===== src/logic/lpmc_pkg.sv =====
// Shared constants, types and register layout of the power-mode controller.
// Assumes a single 250 MHz clock domain and an AXI4-Lite register master.
package lpmc_pkg;

  localparam int        ADDR_W      = 4;
  localparam int        CTRL_W      = 16;

  // Register byte addresses
  localparam logic [ADDR_W-1:0] CTRL_OFF = 4'h0;
  localparam logic [ADDR_W-1:0] MODE_OFF = 4'h4;
  localparam logic [ADDR_W-1:0] STAT_OFF = 4'h8;

  // Register select codes
  localparam logic [1:0] SEL_CTRL = 2'h0;
  localparam logic [1:0] SEL_MODE = 2'h1;
  localparam logic [1:0] SEL_STAT = 2'h2;
  localparam logic [1:0] SEL_NONE = 2'h3;

  // Control register bit positions
  localparam int B_GATE    = 0;   // periph_clock_gate_in_wait
  localparam int B_ACO     = 1;   // all_clocks_off, write one
  localparam int B_DIV8    = 2;   // divide_by_eight_select
  localparam int B_HDRV    = 3;   // main_osc_high_drive
  localparam int B_PLLSEL  = 4;   // pll_cpu_source_select, mirror
  localparam int B_PLLEN   = 5;   // pll_enable
  localparam int B_OSDE    = 6;   // osc_stop_detect_enable
  localparam int B_DIVLO   = 7;   // divider select, 2 bits
  localparam int B_EXTBUS  = 9;   // external bus mode
  localparam int B_COSUB   = 10;  // clock_output_pin shows sub_clock
  localparam int B_SUBON   = 11;  // sub oscillator on
  localparam int B_RINGON  = 12;  // ring oscillator on in low-speed
  localparam int B_ERR     = 4;   // status: refused request, write one clears

  localparam logic [CTRL_W-1:0] CTRL_RST   = 16'h0004;
  localparam logic [CTRL_W-1:0] CTRL_WMASK = 16'h1FED;

  localparam logic [1:0] RESP_OKAY   = 2'b00;
  localparam logic [1:0] RESP_SLVERR = 2'b10;

  localparam logic [1:0] SRC_MAIN = 2'h0;
  localparam logic [1:0] SRC_SUB  = 2'h1;
  localparam logic [1:0] SRC_RING = 2'h2;
  localparam logic [1:0] SRC_PLL  = 2'h3;

  typedef enum logic [2:0] {
    ST_HIGH = 3'b000,
    ST_LOW  = 3'b001,
    ST_LPWR = 3'b010,
    ST_PLL  = 3'b011,
    ST_RING = 3'b100,
    ST_RLP  = 3'b101,
    ST_WAIT = 3'b110,
    ST_STOP = 3'b111
  } lpmc_state_t;

  typedef struct packed {
    logic nmi;
    logic key;
    logic intp;
  } lpmc_pins_t;

  typedef struct packed {
    logic serial;
    logic adc;
    logic timer;
    logic can;
  } lpmc_periph_t;

  typedef struct packed {
    logic serial_ext;
    logic timer_event;
    logic timer_sub;
    logic adc_single;
  } lpmc_cfg_t;

  typedef struct packed {
    logic       cpu_en;
    logic       periph_en;
    logic       sub_tmr_en;
    logic       main_osc;
    logic       sub_osc;
    logic       ring_osc;
    logic       pll_on;
    logic [1:0] cpu_src;
  } lpmc_clk_t;

  // Reset enables equal the idle high-speed enables, so no edge follows reset
  localparam lpmc_clk_t CLK_RST = 9'h1A0;

endpackage : lpmc_pkg


===== src/logic/lpmc_top.sv =====
// Low-power mode controller: mode state machine, clock enables, pin holding.
// Assumes an AXI4-Lite master, a one-cycle halt pulse from the CPU and
// priority-qualified interrupt requests on the same clock.
// Notes on behaviour
// - Wait with gating set stops peripheral clocks; sub timer clock keeps running.
// - Halt instruction enters wait mode and stops the CPU clock.
// - Wait in bus modes holds bus and ports, drives strobes high.
// - Wait: clock output toggles on sub clock; divided clock holds if gated.
// - Reset, non-maskable or enabled peripheral interrupt ends wait mode.
// - With gating on, only externally clocked peripherals wake; converter never.
// - With gating off, converter wakes only in single modes; timers always.
// - Wait exit restores the same CPU clock source and divider.
// - Stop turns off all oscillators, CPU and peripheral clocks.
// - Only NMI, key, pin, event timer, external serial, CAN wake end stop.
// - Writing all-clocks-off enters stop, forcing divide-by-eight and high drive.
// - Stop holds bus pins as wait; clock output high on sub, else held.
// - Stop exit returns to sub clock, or main/ring divided by eight.
// - PLL mode only to and from high-speed; no wait or stop from PLL.
// - Ring may run in low-speed; sub clock may run in PLL mode.
// - No direct change between sub-clock modes and ring oscillator modes.
// - Leaving stop forces divide-by-eight.
`timescale 1ns/100ps
module lpmc_top import lpmc_pkg::*; (
  input  wire logic              clk_i,
  input  wire logic              rst_n_i,
  input  wire logic              s_axi_awvalid_i,
  output logic                   s_axi_awready_o,
  input  wire logic [ADDR_W-1:0] s_axi_awaddr_i,
  input  wire logic              s_axi_wvalid_i,
  output logic                   s_axi_wready_o,
  input  wire logic [31:0]       s_axi_wdata_i,
  input  wire logic [3:0]        s_axi_wstrb_i,
  output logic                   s_axi_bvalid_o,
  input  wire logic              s_axi_bready_i,
  output logic [1:0]             s_axi_bresp_o,
  input  wire logic              s_axi_arvalid_i,
  output logic                   s_axi_arready_o,
  input  wire logic [ADDR_W-1:0] s_axi_araddr_i,
  output logic                   s_axi_rvalid_o,
  input  wire logic              s_axi_rready_i,
  output logic [31:0]            s_axi_rdata_o,
  output logic [1:0]             s_axi_rresp_o,
  input  wire logic              halt_i,
  input  wire lpmc_pins_t        pins_i,
  input  wire lpmc_periph_t      irq_i,
  input  wire lpmc_cfg_t         pcfg_i,
  input  wire logic              clock_output_pin_src_i,
  output lpmc_clk_t              clk_o,
  output logic                   div8_o,
  output logic [1:0]             div_sel_o,
  output logic                   high_drive_o,
  output logic                   bus_hold_o,
  output logic                   strobe_high_o,
  output logic                   clock_output_pin_o
);

  function automatic logic [1:0] reg_sel(input logic [ADDR_W-1:0] a);
    if (a == CTRL_OFF) reg_sel = SEL_CTRL;
    else if (a == MODE_OFF) reg_sel = SEL_MODE;
    else if (a == STAT_OFF) reg_sel = SEL_STAT;
    else reg_sel = SEL_NONE;
  endfunction : reg_sel

  function automatic logic allowed(input lpmc_state_t cur, input lpmc_state_t tgt,
                                   input logic sub_on, input logic pll_en,
                                   input logic div8);
    allowed = 1'b0;
    case (cur)
      ST_HIGH: allowed = (tgt == ST_HIGH) || (tgt == ST_RING) ||
                         (tgt == ST_PLL && pll_en) || (tgt == ST_LOW && sub_on);
      ST_LOW:  allowed = (tgt == ST_LOW) || (tgt == ST_HIGH) || (tgt == ST_LPWR);
      ST_LPWR: allowed = (tgt == ST_LPWR) || (tgt == ST_LOW);
      ST_PLL:  allowed = (tgt == ST_PLL) || (tgt == ST_HIGH);
      ST_RING: allowed = (tgt == ST_RING) || (tgt == ST_RLP) || (tgt == ST_HIGH && div8);
      ST_RLP:  allowed = (tgt == ST_RLP) || (tgt == ST_RING);
      default: allowed = 1'b0;
    endcase
  endfunction : allowed

  lpmc_pins_t pins_s;
  logic       clk_src_s;
  logic       wait_wake;
  logic       stop_wake;

  lpmc_sync #(.W(4)) u_sync (
    .clk_i   (clk_i),
    .rst_n_i (rst_n_i),
    .d_i     ({pins_i, clock_output_pin_src_i}),
    .q_o     ({pins_s, clk_src_s})
  );

  // AXI4-Lite slave
  logic              aw_open, w_open, ar_open;
  logic              next_aw_open, next_w_open, next_ar_open;
  logic [ADDR_W-1:0] aw_addr, next_aw_addr;
  logic [15:0]       w_data, next_w_data;
  logic [1:0]        w_strb, next_w_strb;
  logic              next_bvalid, next_rvalid;
  logic [1:0]        next_bresp, next_rresp;
  logic [31:0]       next_rdata;
  logic              wr_fire;

  logic [CTRL_W-1:0] ctrl, next_ctrl;
  lpmc_state_t       state, next_state, saved, next_saved;
  logic              err, next_err;

  assign wr_fire = !aw_open && !w_open && !s_axi_bvalid_o;

  always_comb begin
    next_aw_open = aw_open;
    next_w_open  = w_open;
    next_ar_open = ar_open;
    next_aw_addr = aw_addr;
    next_w_data  = w_data;
    next_w_strb  = w_strb;
    next_bvalid  = s_axi_bvalid_o;
    next_bresp   = s_axi_bresp_o;
    next_rvalid  = s_axi_rvalid_o;
    next_rresp   = s_axi_rresp_o;
    next_rdata   = s_axi_rdata_o;
    if (s_axi_awvalid_i && aw_open) begin
      next_aw_open = 1'b0;
      next_aw_addr = s_axi_awaddr_i;
    end
    if (s_axi_wvalid_i && w_open) begin
      next_w_open = 1'b0;
      next_w_data = s_axi_wdata_i[15:0];
      next_w_strb = s_axi_wstrb_i[1:0];
    end
    if (wr_fire) begin
      next_bvalid = 1'b1;
      next_bresp  = (reg_sel(aw_addr) == SEL_NONE) ? RESP_SLVERR : RESP_OKAY;
    end else if (s_axi_bvalid_o && s_axi_bready_i) begin
      next_bvalid  = 1'b0;
      next_aw_open = 1'b1;
      next_w_open  = 1'b1;
    end
    if (s_axi_arvalid_i && ar_open) begin
      next_ar_open = 1'b0;
      next_rvalid  = 1'b1;
      next_rresp   = RESP_OKAY;
      next_rdata   = 32'h0000_0000;
      case (reg_sel(s_axi_araddr_i))
        SEL_CTRL: next_rdata[CTRL_W-1:0] = ctrl & ~(16'h0001 << B_ACO);
        SEL_MODE: next_rdata[2:0] = state;
        SEL_STAT: next_rdata[B_ERR:0] = {err, 1'b0, state};
        default:  next_rresp = RESP_SLVERR;
      endcase
    end else if (s_axi_rvalid_o && s_axi_rready_i) begin
      next_rvalid  = 1'b0;
      next_ar_open = 1'b1;
    end
  end

  always_ff @(posedge clk_i) begin
    if (!rst_n_i) begin
      aw_open        <= 1'b1;
      w_open         <= 1'b1;
      ar_open        <= 1'b1;
      aw_addr        <= '0;
      w_data         <= 16'h0000;
      w_strb         <= 2'h0;
      s_axi_bvalid_o <= 1'b0;
      s_axi_bresp_o  <= RESP_OKAY;
      s_axi_rvalid_o <= 1'b0;
      s_axi_rresp_o  <= RESP_OKAY;
      s_axi_rdata_o  <= 32'h0000_0000;
    end else begin
      aw_open        <= next_aw_open;
      w_open         <= next_w_open;
      ar_open        <= next_ar_open;
      aw_addr        <= next_aw_addr;
      w_data         <= next_w_data;
      w_strb         <= next_w_strb;
      s_axi_bvalid_o <= next_bvalid;
      s_axi_bresp_o  <= next_bresp;
      s_axi_rvalid_o <= next_rvalid;
      s_axi_rresp_o  <= next_rresp;
      s_axi_rdata_o  <= next_rdata;
    end
  end

  assign s_axi_awready_o = aw_open;
  assign s_axi_wready_o  = w_open;
  assign s_axi_arready_o = ar_open;

  lpmc_wake u_wake (
    .pins_i      (pins_s),
    .irq_i       (irq_i),
    .cfg_i       (pcfg_i),
    .gate_i      (ctrl[B_GATE]),
    .wait_wake_o (wait_wake),
    .stop_wake_o (stop_wake)
  );

  // Mode state machine
  logic        wr_ctrl, wr_mode, wr_stat, stop_req;
  logic [15:0] merged;
  lpmc_state_t tgt;

  assign wr_ctrl  = wr_fire && reg_sel(aw_addr) == SEL_CTRL;
  assign wr_mode  = wr_fire && reg_sel(aw_addr) == SEL_MODE && w_strb[0];
  assign wr_stat  = wr_fire && reg_sel(aw_addr) == SEL_STAT && w_strb[0];
  assign stop_req = wr_ctrl && w_strb[0] && w_data[B_ACO];
  assign merged   = {w_strb[1] ? w_data[15:8] : ctrl[15:8],
                     w_strb[0] ? w_data[7:0] : ctrl[7:0]};
  assign tgt      = lpmc_state_t'(w_data[2:0]);

  always_comb begin
    next_ctrl  = ctrl;
    next_state = state;
    next_saved = saved;
    next_err   = err;
    if (wr_ctrl) next_ctrl = (merged & CTRL_WMASK) | (ctrl & ~CTRL_WMASK);
    if (wr_stat && w_data[B_ERR]) next_err = 1'b0;
    case (state)
      ST_WAIT: begin
        if (wait_wake) next_state = saved;
      end
      ST_STOP: begin
        if (stop_wake) begin
          if (saved == ST_LOW || saved == ST_LPWR) next_state = saved;
          else if (saved == ST_RING || saved == ST_RLP) next_state = ST_RING;
          else next_state = ST_HIGH;
          next_ctrl[B_DIV8] = 1'b1;
        end
      end
      default: begin
        if (halt_i) begin
          if (state == ST_PLL) next_err = 1'b1;
          else begin
            next_saved = state;
            next_state = ST_WAIT;
          end
        end else if (stop_req) begin
          if (state == ST_PLL) next_err = 1'b1;
          else begin
            next_saved        = state;
            next_state        = ST_STOP;
            next_ctrl[B_DIV8] = 1'b1;
            next_ctrl[B_HDRV] = 1'b1;
          end
        end else if (wr_mode) begin
          if (allowed(state, tgt, ctrl[B_SUBON], ctrl[B_PLLEN], ctrl[B_DIV8])) begin
            next_state = tgt;
            if (tgt == ST_LPWR) next_ctrl[B_DIV8] = 1'b1;
          end else next_err = 1'b1;
        end
      end
    endcase
    next_ctrl[B_PLLSEL] = (next_state == ST_PLL);
    next_ctrl[B_ACO]    = 1'b0;
  end

  always_ff @(posedge clk_i) begin
    if (!rst_n_i) begin
      ctrl  <= CTRL_RST;
      state <= ST_HIGH;
      saved <= ST_HIGH;
      err   <= 1'b0;
    end else begin
      ctrl  <= next_ctrl;
      state <= next_state;
      saved <= next_saved;
      err   <= next_err;
    end
  end

  // Registered clock enables and pin controls, no partial pulses
  lpmc_clk_t   next_clk;
  lpmc_state_t eff;
  logic        low_pwr, next_hold, next_clock_output_pin;

  always_comb begin
    low_pwr = (next_state == ST_WAIT) || (next_state == ST_STOP);
    eff     = low_pwr ? next_saved : next_state;
    next_clk.cpu_en     = !low_pwr;
    next_clk.periph_en  = (next_state != ST_STOP) && (eff != ST_LPWR) &&
                          !(next_state == ST_WAIT && next_ctrl[B_GATE]);
    next_clk.sub_osc    = (next_ctrl[B_SUBON] || eff == ST_LOW || eff == ST_LPWR) &&
                          (next_state != ST_STOP);
    next_clk.sub_tmr_en = next_clk.sub_osc;
    next_clk.main_osc   = (eff == ST_HIGH || eff == ST_LOW || eff == ST_PLL ||
                           eff == ST_RING) && (next_state != ST_STOP);
    next_clk.ring_osc   = (eff == ST_RING || eff == ST_RLP ||
                           (eff == ST_LOW && next_ctrl[B_RINGON])) &&
                          (next_state != ST_STOP);
    next_clk.pll_on     = next_ctrl[B_PLLEN] && (next_state != ST_STOP);
    if (eff == ST_LOW || eff == ST_LPWR) next_clk.cpu_src = SRC_SUB;
    else if (eff == ST_RING || eff == ST_RLP) next_clk.cpu_src = SRC_RING;
    else if (eff == ST_PLL) next_clk.cpu_src = SRC_PLL;
    else next_clk.cpu_src = SRC_MAIN;
    next_hold = low_pwr && next_ctrl[B_EXTBUS];
    if (next_state == ST_STOP) next_clock_output_pin = next_ctrl[B_COSUB] | clock_output_pin_o;
    else if (next_state == ST_WAIT && !next_ctrl[B_COSUB] && next_ctrl[B_GATE])
      next_clock_output_pin = clock_output_pin_o;
    else next_clock_output_pin = clk_src_s;
  end

  always_ff @(posedge clk_i) begin
    if (!rst_n_i) begin
      clk_o         <= CLK_RST;
      div8_o        <= CTRL_RST[B_DIV8];
      div_sel_o     <= CTRL_RST[B_DIVLO+1:B_DIVLO];
      high_drive_o  <= CTRL_RST[B_HDRV];
      bus_hold_o    <= 1'b0;
      strobe_high_o <= 1'b0;
      clock_output_pin_o      <= 1'b0;
    end else begin
      clk_o         <= next_clk;
      div8_o        <= next_ctrl[B_DIV8];
      div_sel_o     <= next_ctrl[B_DIVLO+1:B_DIVLO];
      high_drive_o  <= next_ctrl[B_HDRV];
      bus_hold_o    <= next_hold;
      strobe_high_o <= next_hold;
      clock_output_pin_o      <= next_clock_output_pin;
    end
  end

  wait_gate_a: assert property (@(posedge clk_i) disable iff (!rst_n_i)
    (state == ST_WAIT && ctrl[B_GATE]) |-> !clk_o.periph_en && !clk_o.cpu_en
      && (clk_o.sub_tmr_en == ctrl[B_SUBON] || saved == ST_LOW || saved == ST_LPWR))
    else $error("peripheral clocks running in gated wait");
  halt_enter_a: assert property (@(posedge clk_i) disable iff (!rst_n_i)
    (halt_i && state != ST_WAIT && state != ST_STOP && state != ST_PLL) |=>
      state == ST_WAIT && !clk_o.cpu_en && saved == $past(state))
    else $error("halt did not enter wait");
  bus_hold_a: assert property (@(posedge clk_i) disable iff (!rst_n_i)
    (state inside {ST_WAIT, ST_STOP}) |-> (bus_hold_o == ctrl[B_EXTBUS]) && strobe_high_o == bus_hold_o)
    else $error("bus pins not held in wait or stop");
  wait_exit_a: assert property (@(posedge clk_i) disable iff (!rst_n_i)
    (state == ST_WAIT && wait_wake) |=> state == $past(saved) && clk_o.cpu_en)
    else $error("wait exit did not restore mode");
  stop_enter_a: assert property (@(posedge clk_i) disable iff (!rst_n_i)
    (stop_req && !halt_i && state inside {ST_HIGH, ST_LOW, ST_LPWR, ST_RING, ST_RLP}) |=>
      state == ST_STOP && div8_o && high_drive_o && !clk_o.main_osc && !clk_o.ring_osc)
    else $error("stop entry did not force bits");
  stop_exit_a: assert property (@(posedge clk_i) disable iff (!rst_n_i)
    (state == ST_STOP && stop_wake) |=> div8_o && state != ST_STOP ##1 state != ST_PLL)
    else $error("stop exit without divide-by-eight");
  pll_guard_a: assert property (@(posedge clk_i) disable iff (!rst_n_i)
    (state == ST_PLL) |=> state inside {ST_PLL, ST_HIGH})
    else $error("illegal transition out of PLL mode");
  ring_guard_a: assert property (@(posedge clk_i) disable iff (!rst_n_i)
    (state inside {ST_LOW, ST_LPWR}) |=> !(state inside {ST_RING, ST_RLP}))
    else $error("direct sub to ring transition");
  clock_output_pin_stop_a: assert property (@(posedge clk_i) disable iff (!rst_n_i)
    (state == ST_STOP && $past(state) == ST_STOP) |->
      (ctrl[B_COSUB] ? clock_output_pin_o : $stable(clock_output_pin_o)))
    else $error("clock output not held in stop");
  adc_gate_a: assert property (@(posedge clk_i) disable iff (!rst_n_i)
    (state == ST_WAIT && ctrl[B_GATE] && irq_i == 4'b0100 && pins_s == 3'b000) |=>
      state == ST_WAIT)
    else $error("converter woke gated wait");

endmodule : lpmc_top


===== src/logic/lpmc_sync.sv =====
// Two-flop synchroniser for levels arriving from outside the clock domain.
// Assumes the source level is stable for at least two clock periods.
`timescale 1ns/100ps
module lpmc_sync import lpmc_pkg::*; #(
  parameter int W = 1
) (
  input  wire logic         clk_i,
  input  wire logic         rst_n_i,
  input  wire logic [W-1:0] d_i,
  output logic      [W-1:0] q_o
);

  logic [W-1:0] meta;
  logic [W-1:0] next_meta;
  logic [W-1:0] next_q;

  always_comb begin
    next_meta = d_i;
    next_q    = meta;
  end

  always_ff @(posedge clk_i) begin
    if (!rst_n_i) begin
      meta <= '0;
      q_o  <= '0;
    end else begin
      meta <= next_meta;
      q_o  <= next_q;
    end
  end

endmodule : lpmc_sync


===== src/logic/lpmc_wake.sv =====
// Wake qualification for wait and stop modes.
// Assumes requests are already priority-qualified by the interrupt controller.
`timescale 1ns/100ps
module lpmc_wake import lpmc_pkg::*; (
  input  wire lpmc_pins_t   pins_i,
  input  wire lpmc_periph_t irq_i,
  input  wire lpmc_cfg_t    cfg_i,
  input  wire logic         gate_i,
  output logic              wait_wake_o,
  output logic              stop_wake_o
);

  logic always_on;
  logic ext_ser;
  logic ext_tmr;

  assign always_on = pins_i.nmi | pins_i.key | pins_i.intp | irq_i.can;
  assign ext_ser   = irq_i.serial & cfg_i.serial_ext;
  assign ext_tmr   = irq_i.timer & cfg_i.timer_event;

  // Gated clocks: only externally clocked sources, converter never
  assign wait_wake_o = always_on | (gate_i ?
                       (ext_ser | (irq_i.timer & (cfg_i.timer_event | cfg_i.timer_sub))) :
                       (irq_i.serial | irq_i.timer | (irq_i.adc & cfg_i.adc_single)));
  assign stop_wake_o = always_on | ext_ser | ext_tmr;

endmodule : lpmc_wake


===== config.mk =====
export PLATFORM = sky130hd
export DESIGN_NAME = lpmc_top
export DESIGN_NICKNAME = d
export VERILOG_FILES = /design/src/logic/lpmc_pkg.sv /design/src/logic/lpmc_top.sv /design/src/logic/lpmc_sync.sv /design/src/logic/lpmc_wake.sv
export SDC_FILE = /design/constraint.sdc
export NUM_CORES = 1
export LEC_CHECK = 0
export BUFFER_PORTS_ARGS = -buffer_cell sky130_fd_sc_hd__buf_2
export CORE_UTILIZATION = 40
export CTS_CLUSTER_DIAMETER = 80
export DETAILED_ROUTE_END_ITERATION = 8
export GPL_ROUTABILITY_DRIVEN = 0
export PLACE_DENSITY_LB_ADDON = 0.25
export SLEW_MARGIN = 20
export SYNTH_ARGS = -nofsm -noshare
export SYNTH_HDL_FRONTEND = slang
export SYNTH_SLANG_ARGS = --single-unit

===== constraint.sdc =====
create_clock -name clk_i -period 5.9 [get_ports clk_i]
set_input_delay 0.59 -clock clk_i [delete_from_list [all_inputs] [get_ports clk_i]]
set_output_delay 0.59 -clock clk_i [all_outputs]
set_load 0.05 [all_outputs]

==> results by group, run 1 <==
Setup path
  – Critical path's largest stage delay: 0.61 ns
  – Cells on worst reg2reg path: 7
  – CP top delay family: simple AND/OR/NAND/NOR gates
  – Stages on the worst setup path: 7
  – Worst EP required: 6.14 ns
  – Buf+Inv Stages, Crit Path: 0
  – WP data arrival: 2.95 ns
  – CP Capture Type: flop
  – Critical path cell sequence: nand2b_1, o32ai_1, nand3_1, and4_1, nor3_1, nand2_1, a2111oi_2
  – Setup crit start kind: flop
  – Slowest stage cell, crit path: dfxtp_1
  – Critical-path maximum fanout: 13
  – Crit Path Class: reg -> reg

GRT
  – Largest net degree at the start of global routing: 56
  – Gr ovfl total: 0
  – Tot GR Track Use: 19.62%
  – First-pass GRT wire length: 15120 um
  – Vias in the first global route: 3127
  – Initial antenna violation count: 0

Final layout
  – Area Overhead vs Synth: 15.15%
  – Most frequent cells in the layout: 78 x buf_2, 76 x dfxtp_1, 65 x nand2_1
  – Post-Layout Cell Count: 612
  – ANT cells: 0
  – Final net count: 567
  – Most common cell after layout, fill and taps aside: buf_2
  – Layout cells sized above 1: 22.42%

STA
  – Fin Hold WS: 0.4386 ns
  – Setup Viol. Count Final: 0
  – Worst setup margin: 3.186 ns
  – Crit share post-route: 45.99%
  – Max_slew headroom: 35.84%
  – Final hold violation count: 0
  – Setup Skew: 0.01272 ns
  – Fmax: 368.5 MHz
  – Max-slew violations: 0
  – Fin crit period: 2.714 ns
  – Setup TNS: 0 ns
  – RSZ-0062 raised after global routing: no
  – Worst slew pin tran: 0.9609 ns

Floorplanning
  – DIE AREA: 9513 um2
  – Chip height: 97.54 um
  – CORE AREA: 8763 um2
  – Initial Util: 41.66%
  – IO Pins: 121
  – Std-Cell Rows: 34
  – Die X-Extent: 97.54 um

Placement
  – Port Buf Inserts: 78
  – HPWL after DPL: 6571 um
  – Placed cells: 597
  – Post-place setup slack: 3.093 ns

Synth
  – Synthesized flop and latch total: 76
  – Sequential share of the synthesized area: 41.67%
  – Post-synthesis async set-or-reset flop share: 0%
  – Cell variety after synth: 63
  – Post-Syn Instances: 435
  – Post-synth EDFFs: 0
  – Netlist Area Pre-Place: 3651 um2
  – Ys Warns: 0
  – Main flop type after synthesis: dfxtp_1
  – Mean Syn Cell Area: 8.393 um2

Hold path
  – WHS Path Cells: 1
  – HP Class: reg -> reg

Clock network
  – CTS Buf Count: 9
  – Clock Tree Buf Depth: 2
  – H-tree Lvls: 3
  – Root Buffer: clkbuf_8
  – Clock transition at path regs: 0.08 ns
  – CTS Sinks: 76
  – Postcts setup bufs: 0
  – TritonCTS clock tree: yes
  – Hold-fix buffers at CTS: 0
  – Worst-Skew Late Latency: 0.34 ns
  – Resize count post-CTS: 0

Detailed routing
  – First drt pass iteration count: 6
  – DR vias: 3322
  – Final ANT Viol Nets: 0
  – DR iter-0 viols: 224
  – Post-DR vias/cell: 5.428
  – DRC Markers: 0
  – Wire per inst: 14.88 um
  – Total detailed-routing wirelength: 9106 um

Power
  – Pwr dens: 283.9 nW/um2
  – Lkg Pwr: 1.770 nW
  – Maximum vdd ir drop: 0.0001889 V

Run status
  – Outcome: finished, final reports clean

Job
  – Maxcap violations: 0
[flip-flops by register name, summed over array words and instances, names as in the netlist, 4 cells and up]
name,flops
s_axi_rdata_o,13
w_data,13
ctrl,12
clk_o,8
aw_addr,4
u_sync.meta,4
u_sync.q_o,4
[Yosys cell counts (all sizes together) (2+ instances only)]
cell type,instances,area (um2)
dfxtp,76,1521
nand2,65,244.0
a21oi,47,235.2
buf,35,237.7
nor2,28,105.1
nand3,18,90.09
and2,17,106.4
inv,15,56.31
nor3,15,85.08
o21ai,11,55.05
clkbuf,9,33.78
a211oi,7,57.55
a22oi,7,52.55
mux2i,7,70.07
a311oi,5,43.79
nand2b,5,31.28
o211ai,5,37.54
a2111oi,4,78.82
a31oi,4,25.02
and3,4,25.02
nand4,4,31.28
nor4b,4,50.05
o32ai,4,35.03
a31o,3,26.28
ha,3,37.54
nor2b,3,18.77
nor4,3,31.28
or3,3,23.77
a211o,2,18.77
a21boi,2,15.01
a221oi,2,17.52
mux2,2,22.52
[path summary, 6_finish.rpt]
| kind | from | end | slack, ns |
|---|---|---|---|
| setup / recovery | state[1]$_SDFF_PN0_ | clk_o[4]$_SDFF_PN0_ | 3.19 |
| hold / removal | u_sync.meta[2]$_SDFF_PN0_ | u_sync.q_o[2]$_SDFF_PN0_ | 0.44 |
| setup reg to reg | state[1]$_SDFF_PN0_ | clk_o[4]$_SDFF_PN0_ | 3.19 |
| hold reg to reg | u_sync.meta[2]$_SDFF_PN0_ | u_sync.q_o[2]$_SDFF_PN0_ | 0.44 |
[power breakdown]
| group | total, mW | internal, mW | switching, mW |
|---|---|---|---|
| combinational | 0.191 | 0.0534 | 0.138 |
| clock | 0.446 | 0.258 | 0.188 |
| sequential | 0.557 | 0.534 | 0.0224 |
[cell families after synthesis]
| kind of cell | synth area share, % |
|---|---|
| muxes | 2.536 |
| buffers and inverters | 8.979 |
| DFF | 41.67 |
| AOI/OAI and AO/OA | 21.45 |
| other | 0.1027 |
| adders and majority gates | 1.302 |
| and+or+nand+nor | 23.95 |
[per-stage QoR]
stage,util [%],cell area [um2],total power [mW]
after detailed placement,45.42,3980,0.7584
final,47.97,4204,1.194
after CTS,47.97,4204,1.201
after global routing,47.97,4204,1.244
after global placement,45.42,3980,0.7562
after floorplan,-,3726,0.7241
[area by class of cell]
class / instances / area, um2
Fill cell: 884 / 4559
Multi-Input combinational cell: 320 / 1877
Sequential cell: 76 / 1521
Timing Repair Buffer: 78 / 390.4
Clock buffer: 11 / 151.4
Tap cell: 108 / 135.1
Clock inverter: 4 / 72.57
Inverter: 15 / 56.30
[routing by layer]
layer	wire, um	track usage, %	vias to the layer above
li1	-	-	1633
met1	4185	26.70	1542
met2	4218	30.82	129
met3	577	3.237	18
met4	125	7.919	0
met5	0	0	-
No activity file was read; power rests on OpenSTA's default activity.
==> inputs of run 2 (changes only) <==
==> constraint.sdc (replaced) <==
create_clock -name clk_i -period 2.2 [get_ports clk_i]
set_input_delay 0.22 -clock clk_i [delete_from_list [all_inputs] [get_ports clk_i]]
set_output_delay 0.22 -clock clk_i [all_outputs]
set_load 0.05 [all_outputs]
==> run 2 against run 1 <==
  * The run now ends with setup timing left
  * Core utilization is 7.8 points higher
  * Final area is 16% higher
  * Clock skew is 0.0058 ns lower
  * Combinational power grew to 3.6 times the previous value
  * Power grew to 2.7 times the previous value
  * First-iteration DRC count is 8.9% higher
  * Critical endpoint is now clock_output_pin_o$_SDFFE_PN0P_
  * Largest power group unchanged
==> results by group, run 2 (synthesized netlist as in run 1, its figures left out) <==
Setup path
  – Worst EP required: 2.46 ns
  – Critical path cell sequence: nor4b_1, o31a_1, o211ai_1, buf_4, a31oi_2, or3_4, buf_4, nand2_1, a311oi_2
  – CP top delay family: compound AO/OA/AOI/OAI gates
  – Critical-path maximum fanout: 5
  – Crit Path Class: reg -> reg
  – Most Frequent Cell on Critical Path: buf_4
  – Stages on the worst setup path: 9
  – WP data arrival: 2.62 ns
  – Buf+Inv Stages, Crit Path: 2
  – Setup crit start kind: flop
  – Critical path's largest stage delay: 0.39 ns
  – CP Capture Type: flop
  – Slowest stage cell, crit path: nor4b_1
  – Cells on worst reg2reg path: 9
  – Flop-to-flop setup slack: -0.16 ns

Final layout
  – Storage cell area: 1538 um2
  – Area Overhead vs Synth: 33.96%
  – Final net count: 631
  – ANT cells: 0
  – Fill count: 816
  – Multi-input logic area: 2086 um2
  – Most common cell after layout, fill and taps aside: buf_2
  – Most frequent cells in the layout: 78 x buf_2, 67 x dfxtp_1, 65 x nand2_1
  – Final Instance Area: 4891 um2
  – Top flop regs: s_axi_rdata_o x13, w_data x13, ctrl x12
  – Layout cells sized above 1: 37.61%
  – Final Util: 55.81%

Floorplanning
  – Initial Util: 41.66%
  – Chip height: 97.54 um
  – CORE AREA: 8763 um2
  – IO Pins: 121
  – Std-Cell Rows: 34
  – Die X-Extent: 97.54 um
  – DIE AREA: 9513 um2

Detailed routing
  – DRC Markers: 0
  – Wire per inst: 15.63 um
  – DR vias: 3657
  – Post-DR vias/cell: 5.402
  – DR iter-0 viols: 244
  – First drt pass iteration count: 5
  – Total detailed-routing wirelength: 10580 um
  – Final ANT Viol Nets: 0

STA
  – RSZ-0062 raised after global routing: yes
  – Crit share post-route: 107.3%
  – Fin Hold WS: 0.06361 ns
  – Setup Viol. Count Final: 9
  – Worst slew pin tran: 0.6582 ns
  – Worst setup margin: -0.1604 ns
  – Fmax: 423.6 MHz
  – Max_slew headroom: 56.06%
  – Max-slew violations: 0
  – Fin crit period: 2.360 ns
  – Setup Skew: 0.006874 ns
  – Final hold violation count: 0

Clock network
  – Clock Tree Buf Depth: 2
  – CTS Sinks: 76
  – Worst-Skew Late Latency: 0.36 ns
  – Hold-fix buffers at CTS: 0
  – Root Buffer: clkbuf_8
  – CTS Buf Count: 9
  – H-tree Lvls: 3
  – Clock transition at path regs: 0.09 ns
  – TritonCTS clock tree: yes

Placement
  – Port Buf Inserts: 78
  – HPWL after DPL: 7624 um
  – Post-DP Area: 4442 um2

GRT
  – Gr ovfl total: 0
  – First-pass GRT wire length: 16930 um
  – Vias in the first global route: 3467
  – Initial antenna violation count: 0
  – Largest net degree at the start of global routing: 35
  – Tot GR Track Use: 22.33%

Hold path
  – WHS Path Cells: 2
  – HP Class: in -> reg

Power
  – Final total power: 3.243 mW
  – Maximum vdd ir drop: 0.0003307 V
  – Pwr dens: 663.0 nW/um2
  – Lkg Pwr: 2.118 nW

Run status
  – Outcome: finished, violations left
  – Failing checks: setup timing

Job
  – Maxcap violations: 0
run 2: changes by cell type in the layout (fill, tap and decap cells not counted), sizes merged:
cell | before | now
clkbuf | 11 | 9
clkinv | 1 | 3
inv | 15 | 17
bufinv | 2 | 1
buf | 78 | 142
run 2: repair_timing:
action,CTS,global route
pin swaps,14,12
gates resized for setup,26,16
setup endpoints to repair,12,14
setup buffers,5,3
run 2: through the flow:
stage | worst slack, ns | std cells | setup TNS, ns
global route | -0.2431 | 677 | -1.641
global placement | -0.1093 | 653 | -0.5381
detailed placement | -0.1747 | 653 | -1.061
CTS | -0.05612 | 674 | -0.2477
finish | -0.1604 | 677 | -0.7617
floorplan | -0.04032 | 455 | -0.04032
run 2: power breakdown:
group	total (mW)	switching, mW	internal, mW
registers	1.47	0.0388	1.43
clock network	1.09	0.561	0.530
logic	0.680	0.449	0.231
run 2: final timing paths:
check / startpoint / to
min reg2reg: u_sync.meta[3]$_SDFF_PN0_ / u_sync.q_o[3]$_SDFF_PN0_
max reg2reg: w_data[0]$_SDFFE_PN0P_ / clock_output_pin_o$_SDFFE_PN0P_
max: w_data[0]$_SDFFE_PN0P_ / clock_output_pin_o$_SDFFE_PN0P_
min: pins_i[2] / u_sync.meta[3]$_SDFF_PN0_
run 2: metal layers:
layer  up-vias  track usage, %  wire (um)
li1       1772               -          -
met1      1715           29.03       4737
met2       150           37.06       4991
met3        20           4.029        636
met4         0           7.919        219
met5         -               0          0
run 2: area by class of cell:
cell class | count | area share, %
tap | 108 | 2.763
sequential | 76 | 31.44
inverter | 15 | 1.151
clock buffer | 9 | 2.533
timing repair buffer | 142 | 17.96
multi-input combinational | 320 | 42.65
clock inverter | 7 | 1.509
==> inputs of run 3 (changes only) <==
--- a/config.mk
+++ b/config.mk
@@ -5,13 +5,15 @@
 export SDC_FILE = /design/constraint.sdc
 export NUM_CORES = 1
 export LEC_CHECK = 0
-export BUFFER_PORTS_ARGS = -buffer_cell sky130_fd_sc_hd__buf_2
 export CORE_UTILIZATION = 40
 export CTS_CLUSTER_DIAMETER = 80
 export DETAILED_ROUTE_END_ITERATION = 8
+export DONT_BUFFER_PORTS = 1
 export GPL_ROUTABILITY_DRIVEN = 0
 export PLACE_DENSITY_LB_ADDON = 0.25
 export SLEW_MARGIN = 20
 export SYNTH_ARGS = -nofsm -noshare
 export SYNTH_HDL_FRONTEND = slang
+export SYNTH_HIERARCHICAL = 1
 export SYNTH_SLANG_ARGS = --single-unit
+export TNS_END_PERCENT = 10
==> run 3 against run 2 <==
  * The flow still finishes with violations (setup timing)
  * Synthesized area down 0.65%
  * Final area decreased by 7.3%
  * Count of clock-buffer cells in the layout increased by 1
  * Final cell count down 9.5%
  * Largest cell class unchanged
  * Highest routed layer unchanged
==> results by group, run 3 <==
Synth
  – Synth cell count leaders: 76 x dfxtp_1, 69 x nand2_1, 52 x a21oi_1, 34 x nor2_1, 25 x buf_4
  – Post-Syn Instances: 431
  – Synth area leaders: dfxtp_1 42%, a21oi_1 7.2%, nand2_1 7.1%
  – Most frequent cell after synthesis: dfxtp_1
  – Synthesized flop and latch total: 76
  – Share of the synthesized area in the top cell type: 41.95%
  – Main flop type after synthesis: dfxtp_1
  – Ys Warns: 6
  – Cell variety after synth: 59
  – Post-synth EDFFs: 0
  – Netlist Area Pre-Place: 3627 um2
  – Sequential share of the synthesized area: 41.95%
  – Mean Syn Cell Area: 8.416 um2
  – Yosys top cell by area: dfxtp_1
  – Post-synthesis async set-or-reset flop share: 0%

Clock network
  – TritonCTS clock tree: yes
  – CTS Sinks: 76
  – Clock Tree Buf Depth: 2
  – Root Buffer: clkbuf_8
  – H-tree Lvls: 3
  – CTS Buf Count: 9
  – Clock transition at path regs: 0.09 ns
  – Worst-Skew Late Latency: 0.35 ns

Placement
  – Port Buf Inserts: 0
  – Post-place setup slack: -0.2082 ns
  – HPWL after DPL: 6706 um
  – Post-DP Area: 3995 um2

Setup path
  – End of the worst register-to-register path: clk_o[4]$_SDFF_PN0_
  – Worst Setup SP: state[0]$_SDFF_PN0_
  – R2R Path Start: state[0]$_SDFF_PN0_
  – Setup crit start kind: flop
  – Flop-to-flop setup slack: -0.15 ns
  – WP data arrival: 2.60 ns
  – Critical-path maximum fanout: 6
  – Crit Path Class: reg -> reg
  – CP Capture Type: flop
  – Worst EP required: 2.46 ns
  – Cells on worst reg2reg path: 9

Floorplanning
  – Initial Util: 41.39%
  – DIE AREA: 9453 um2
  – Die X-Extent: 97.23 um
  – IO Pins: 121
  – Chip height: 97.23 um
  – CORE AREA: 8763 um2
  – Std-Cell Rows: 34

Job
  – Maxcap violations: 0

Final layout
  – Top flop regs: s_axi_rdata_o x13, w_data x13, ctrl x12
  – Storage cell area: 1534 um2
  – Fill count: 820
  – Layout cells sized above 1: 23.56%
  – Final net count: 567
  – Multi-input logic area: 1868 um2
  – ANT cells: 0
  – Most common cell after layout, fill and taps aside: nand2_1
  – Area Overhead vs Synth: 25.04%
  – Most frequent cells in the layout: 69 x nand2_1, 68 x dfxtp_1, 61 x buf_4
  – Final Instance Area: 4536 um2

GRT
  – Gr ovfl total: 0
  – Largest net degree at the start of global routing: 41
  – Grt met2 use: 33.64%
  – Top Usage Layer GRT: met2
  – Vias in the first global route: 3111
  – Tot GR Track Use: 20.14%
  – Met1 Use GR: 25.53%
  – Grt met3 use: 5.036%
  – Initial antenna violation count: 0
  – First-pass GRT wire length: 15290 um

STA
  – Max_slew headroom: 56.68%
  – Setup Skew: 0.01050 ns
  – Fmax: 425.9 MHz
  – Worst slew pin tran: 0.6482 ns
  – Crit share post-route: 106.7%
  – RSZ-0062 raised after global routing: yes
  – Worst setup margin: -0.1481 ns
  – Fin crit period: 2.348 ns
  – Max-slew violations: 0
  – Setup Viol. Count Final: 7
  – Final hold violation count: 0

Power
  – Maximum vdd ir drop: 0.0004856 V
  – Pwr dens: 757.4 nW/um2
  – Lkg Pwr: 1.863 nW

Run status
  – Failing checks: setup timing
  – Outcome: finished, violations left

Detailed routing
  – Post-DR vias/cell: 5.178
  – DRC Markers: 0
  – First drt pass iteration count: 4
  – Total detailed-routing wirelength: 9325 um
  – Wire per inst: 15.21 um
  – DR vias: 3174
  – DR iter-0 viols: 159
  – Final ANT Viol Nets: 0

Hold path
  – Min-delay src: s_axi_wdata_i[2]
  – HP Class: in -> reg
  – Hold Path End: w_data[2]$_SDFFE_PN0P_
  – WHS Path Cells: 2
run 3: cell types whose count changed after synthesis, moves of 4 or more:
cell	before	now
nand2_1	65	69
o32ai_1	4	0
a211oi_1	6	1
clkbuf_8	0	6
a21oi_1	47	52
a22oi_1	7	2
nor2_1	28	34
and2_1	17	13
run 3: worst max-delay path, stage by stage (launching register included):
cell and delay [ns]:
dfxtp_2 0.40, buf_12 0.12, nor4b_2 0.04, o211ai_1 0.24, nand3_1 0.21, a21o_1 0.22
a211o_4 0.37, o22ai_4 0.29, o221ai_2 0.15, a311oi_2 0.21
run 3: area by class of cell:
| cell class | count | share of cell area (%) |
|---|---|---|
| Clock inverter | 6 | 2.124 |
| Sequential cell | 76 | 33.82 |
| Tap cell | 108 | 2.979 |
| Multi-Input combinational cell | 314 | 41.19 |
| Clock buffer | 10 | 3.034 |
| Timing Repair Buffer | 84 | 15.61 |
| Inverter | 15 | 1.241 |
run 3: per-stage QoR:
stage | setup TNS [ns] | util [%] | hold WS (ns) | power [mW] | instances
final | -0.5132 | 51.76 | 0.008137 | 3.435 | 613
after CTS | -0.5679 | 51.23 | 0.0006577 | 3.435 | 611
after floorplan | -0.02666 | - | 0.3091 | 2.032 | 451
after global placement | -0.9106 | 45.59 | 0.3036 | 2.156 | 572
after global routing | -1.990 | 51.76 | 0.002568 | 3.581 | 613
after detailed placement | -1.147 | 45.59 | 0.3059 | 2.165 | 572
run 3: worst max path at each step:
| stage | to | slack, ns | depth (start not counted) |
|---|---|---|---|
| floorplan | clk_o[5]$_SDFF_PN1_ | -0.01 | 8 |
| global placement | clk_o[5]$_SDFF_PN1_ | -0.17 | 9 |
| detailed placement | clk_o[4]$_SDFF_PN0_ | -0.21 | 9 |
| CTS | clk_o[4]$_SDFF_PN0_ | -0.15 | 9 |
| global route | clk_o[4]$_SDFF_PN0_ | -0.29 | 9 |
| finish | clk_o[4]$_SDFF_PN0_ | -0.15 | 9 |
run 3: per-layer routing:
layer | routed length, um | part of all wire (%)
met1 | 4139 | 44
met2 | 4493 | 48
met3 | 555 | 6.0
met4 | 138 | 1.5
met5 | 0 | 0
run 3: power breakdown:
group          switching [mW]  leakage [nW]  internal, mW  total (mW)
combinational           0.383          1.13         0.250       0.634
sequential              0.121         0.623          1.44        1.56
clock                   0.557         0.115         0.682        1.24
run 3: what timing repair did:
| item | 4_1_cts | 5_1_grt |
|---|---|---|
| gates resized for setup | 9 | 6 |
| cloned | 0 | 0 |
| hold buffers | 20 | 1 |
| buffers inserted | 3 | 1 |
| pin swaps | 16 | 3 |
| setup endpoints to repair | 9 | 12 |
| endpoints found under the hold margin | 27 | 1 |
run 3: cell families (layout without fill, tap and decap cells):
family | count (synthesis) | count (layout) | synth area share, %
other | 1 | 21 | 0.1034
flip-flops | 76 | 76 | 41.95
multiplexers | 8 | 8 | 2.208
AND/OR/NAND/NOR | 175 | 175 | 24.32
adder cells (fa/ha/maj) | 3 | 3 | 1.035
AO/OA/AOI/OAI | 107 | 107 | 19.77
buffers and inverters | 61 | 115 | 10.62
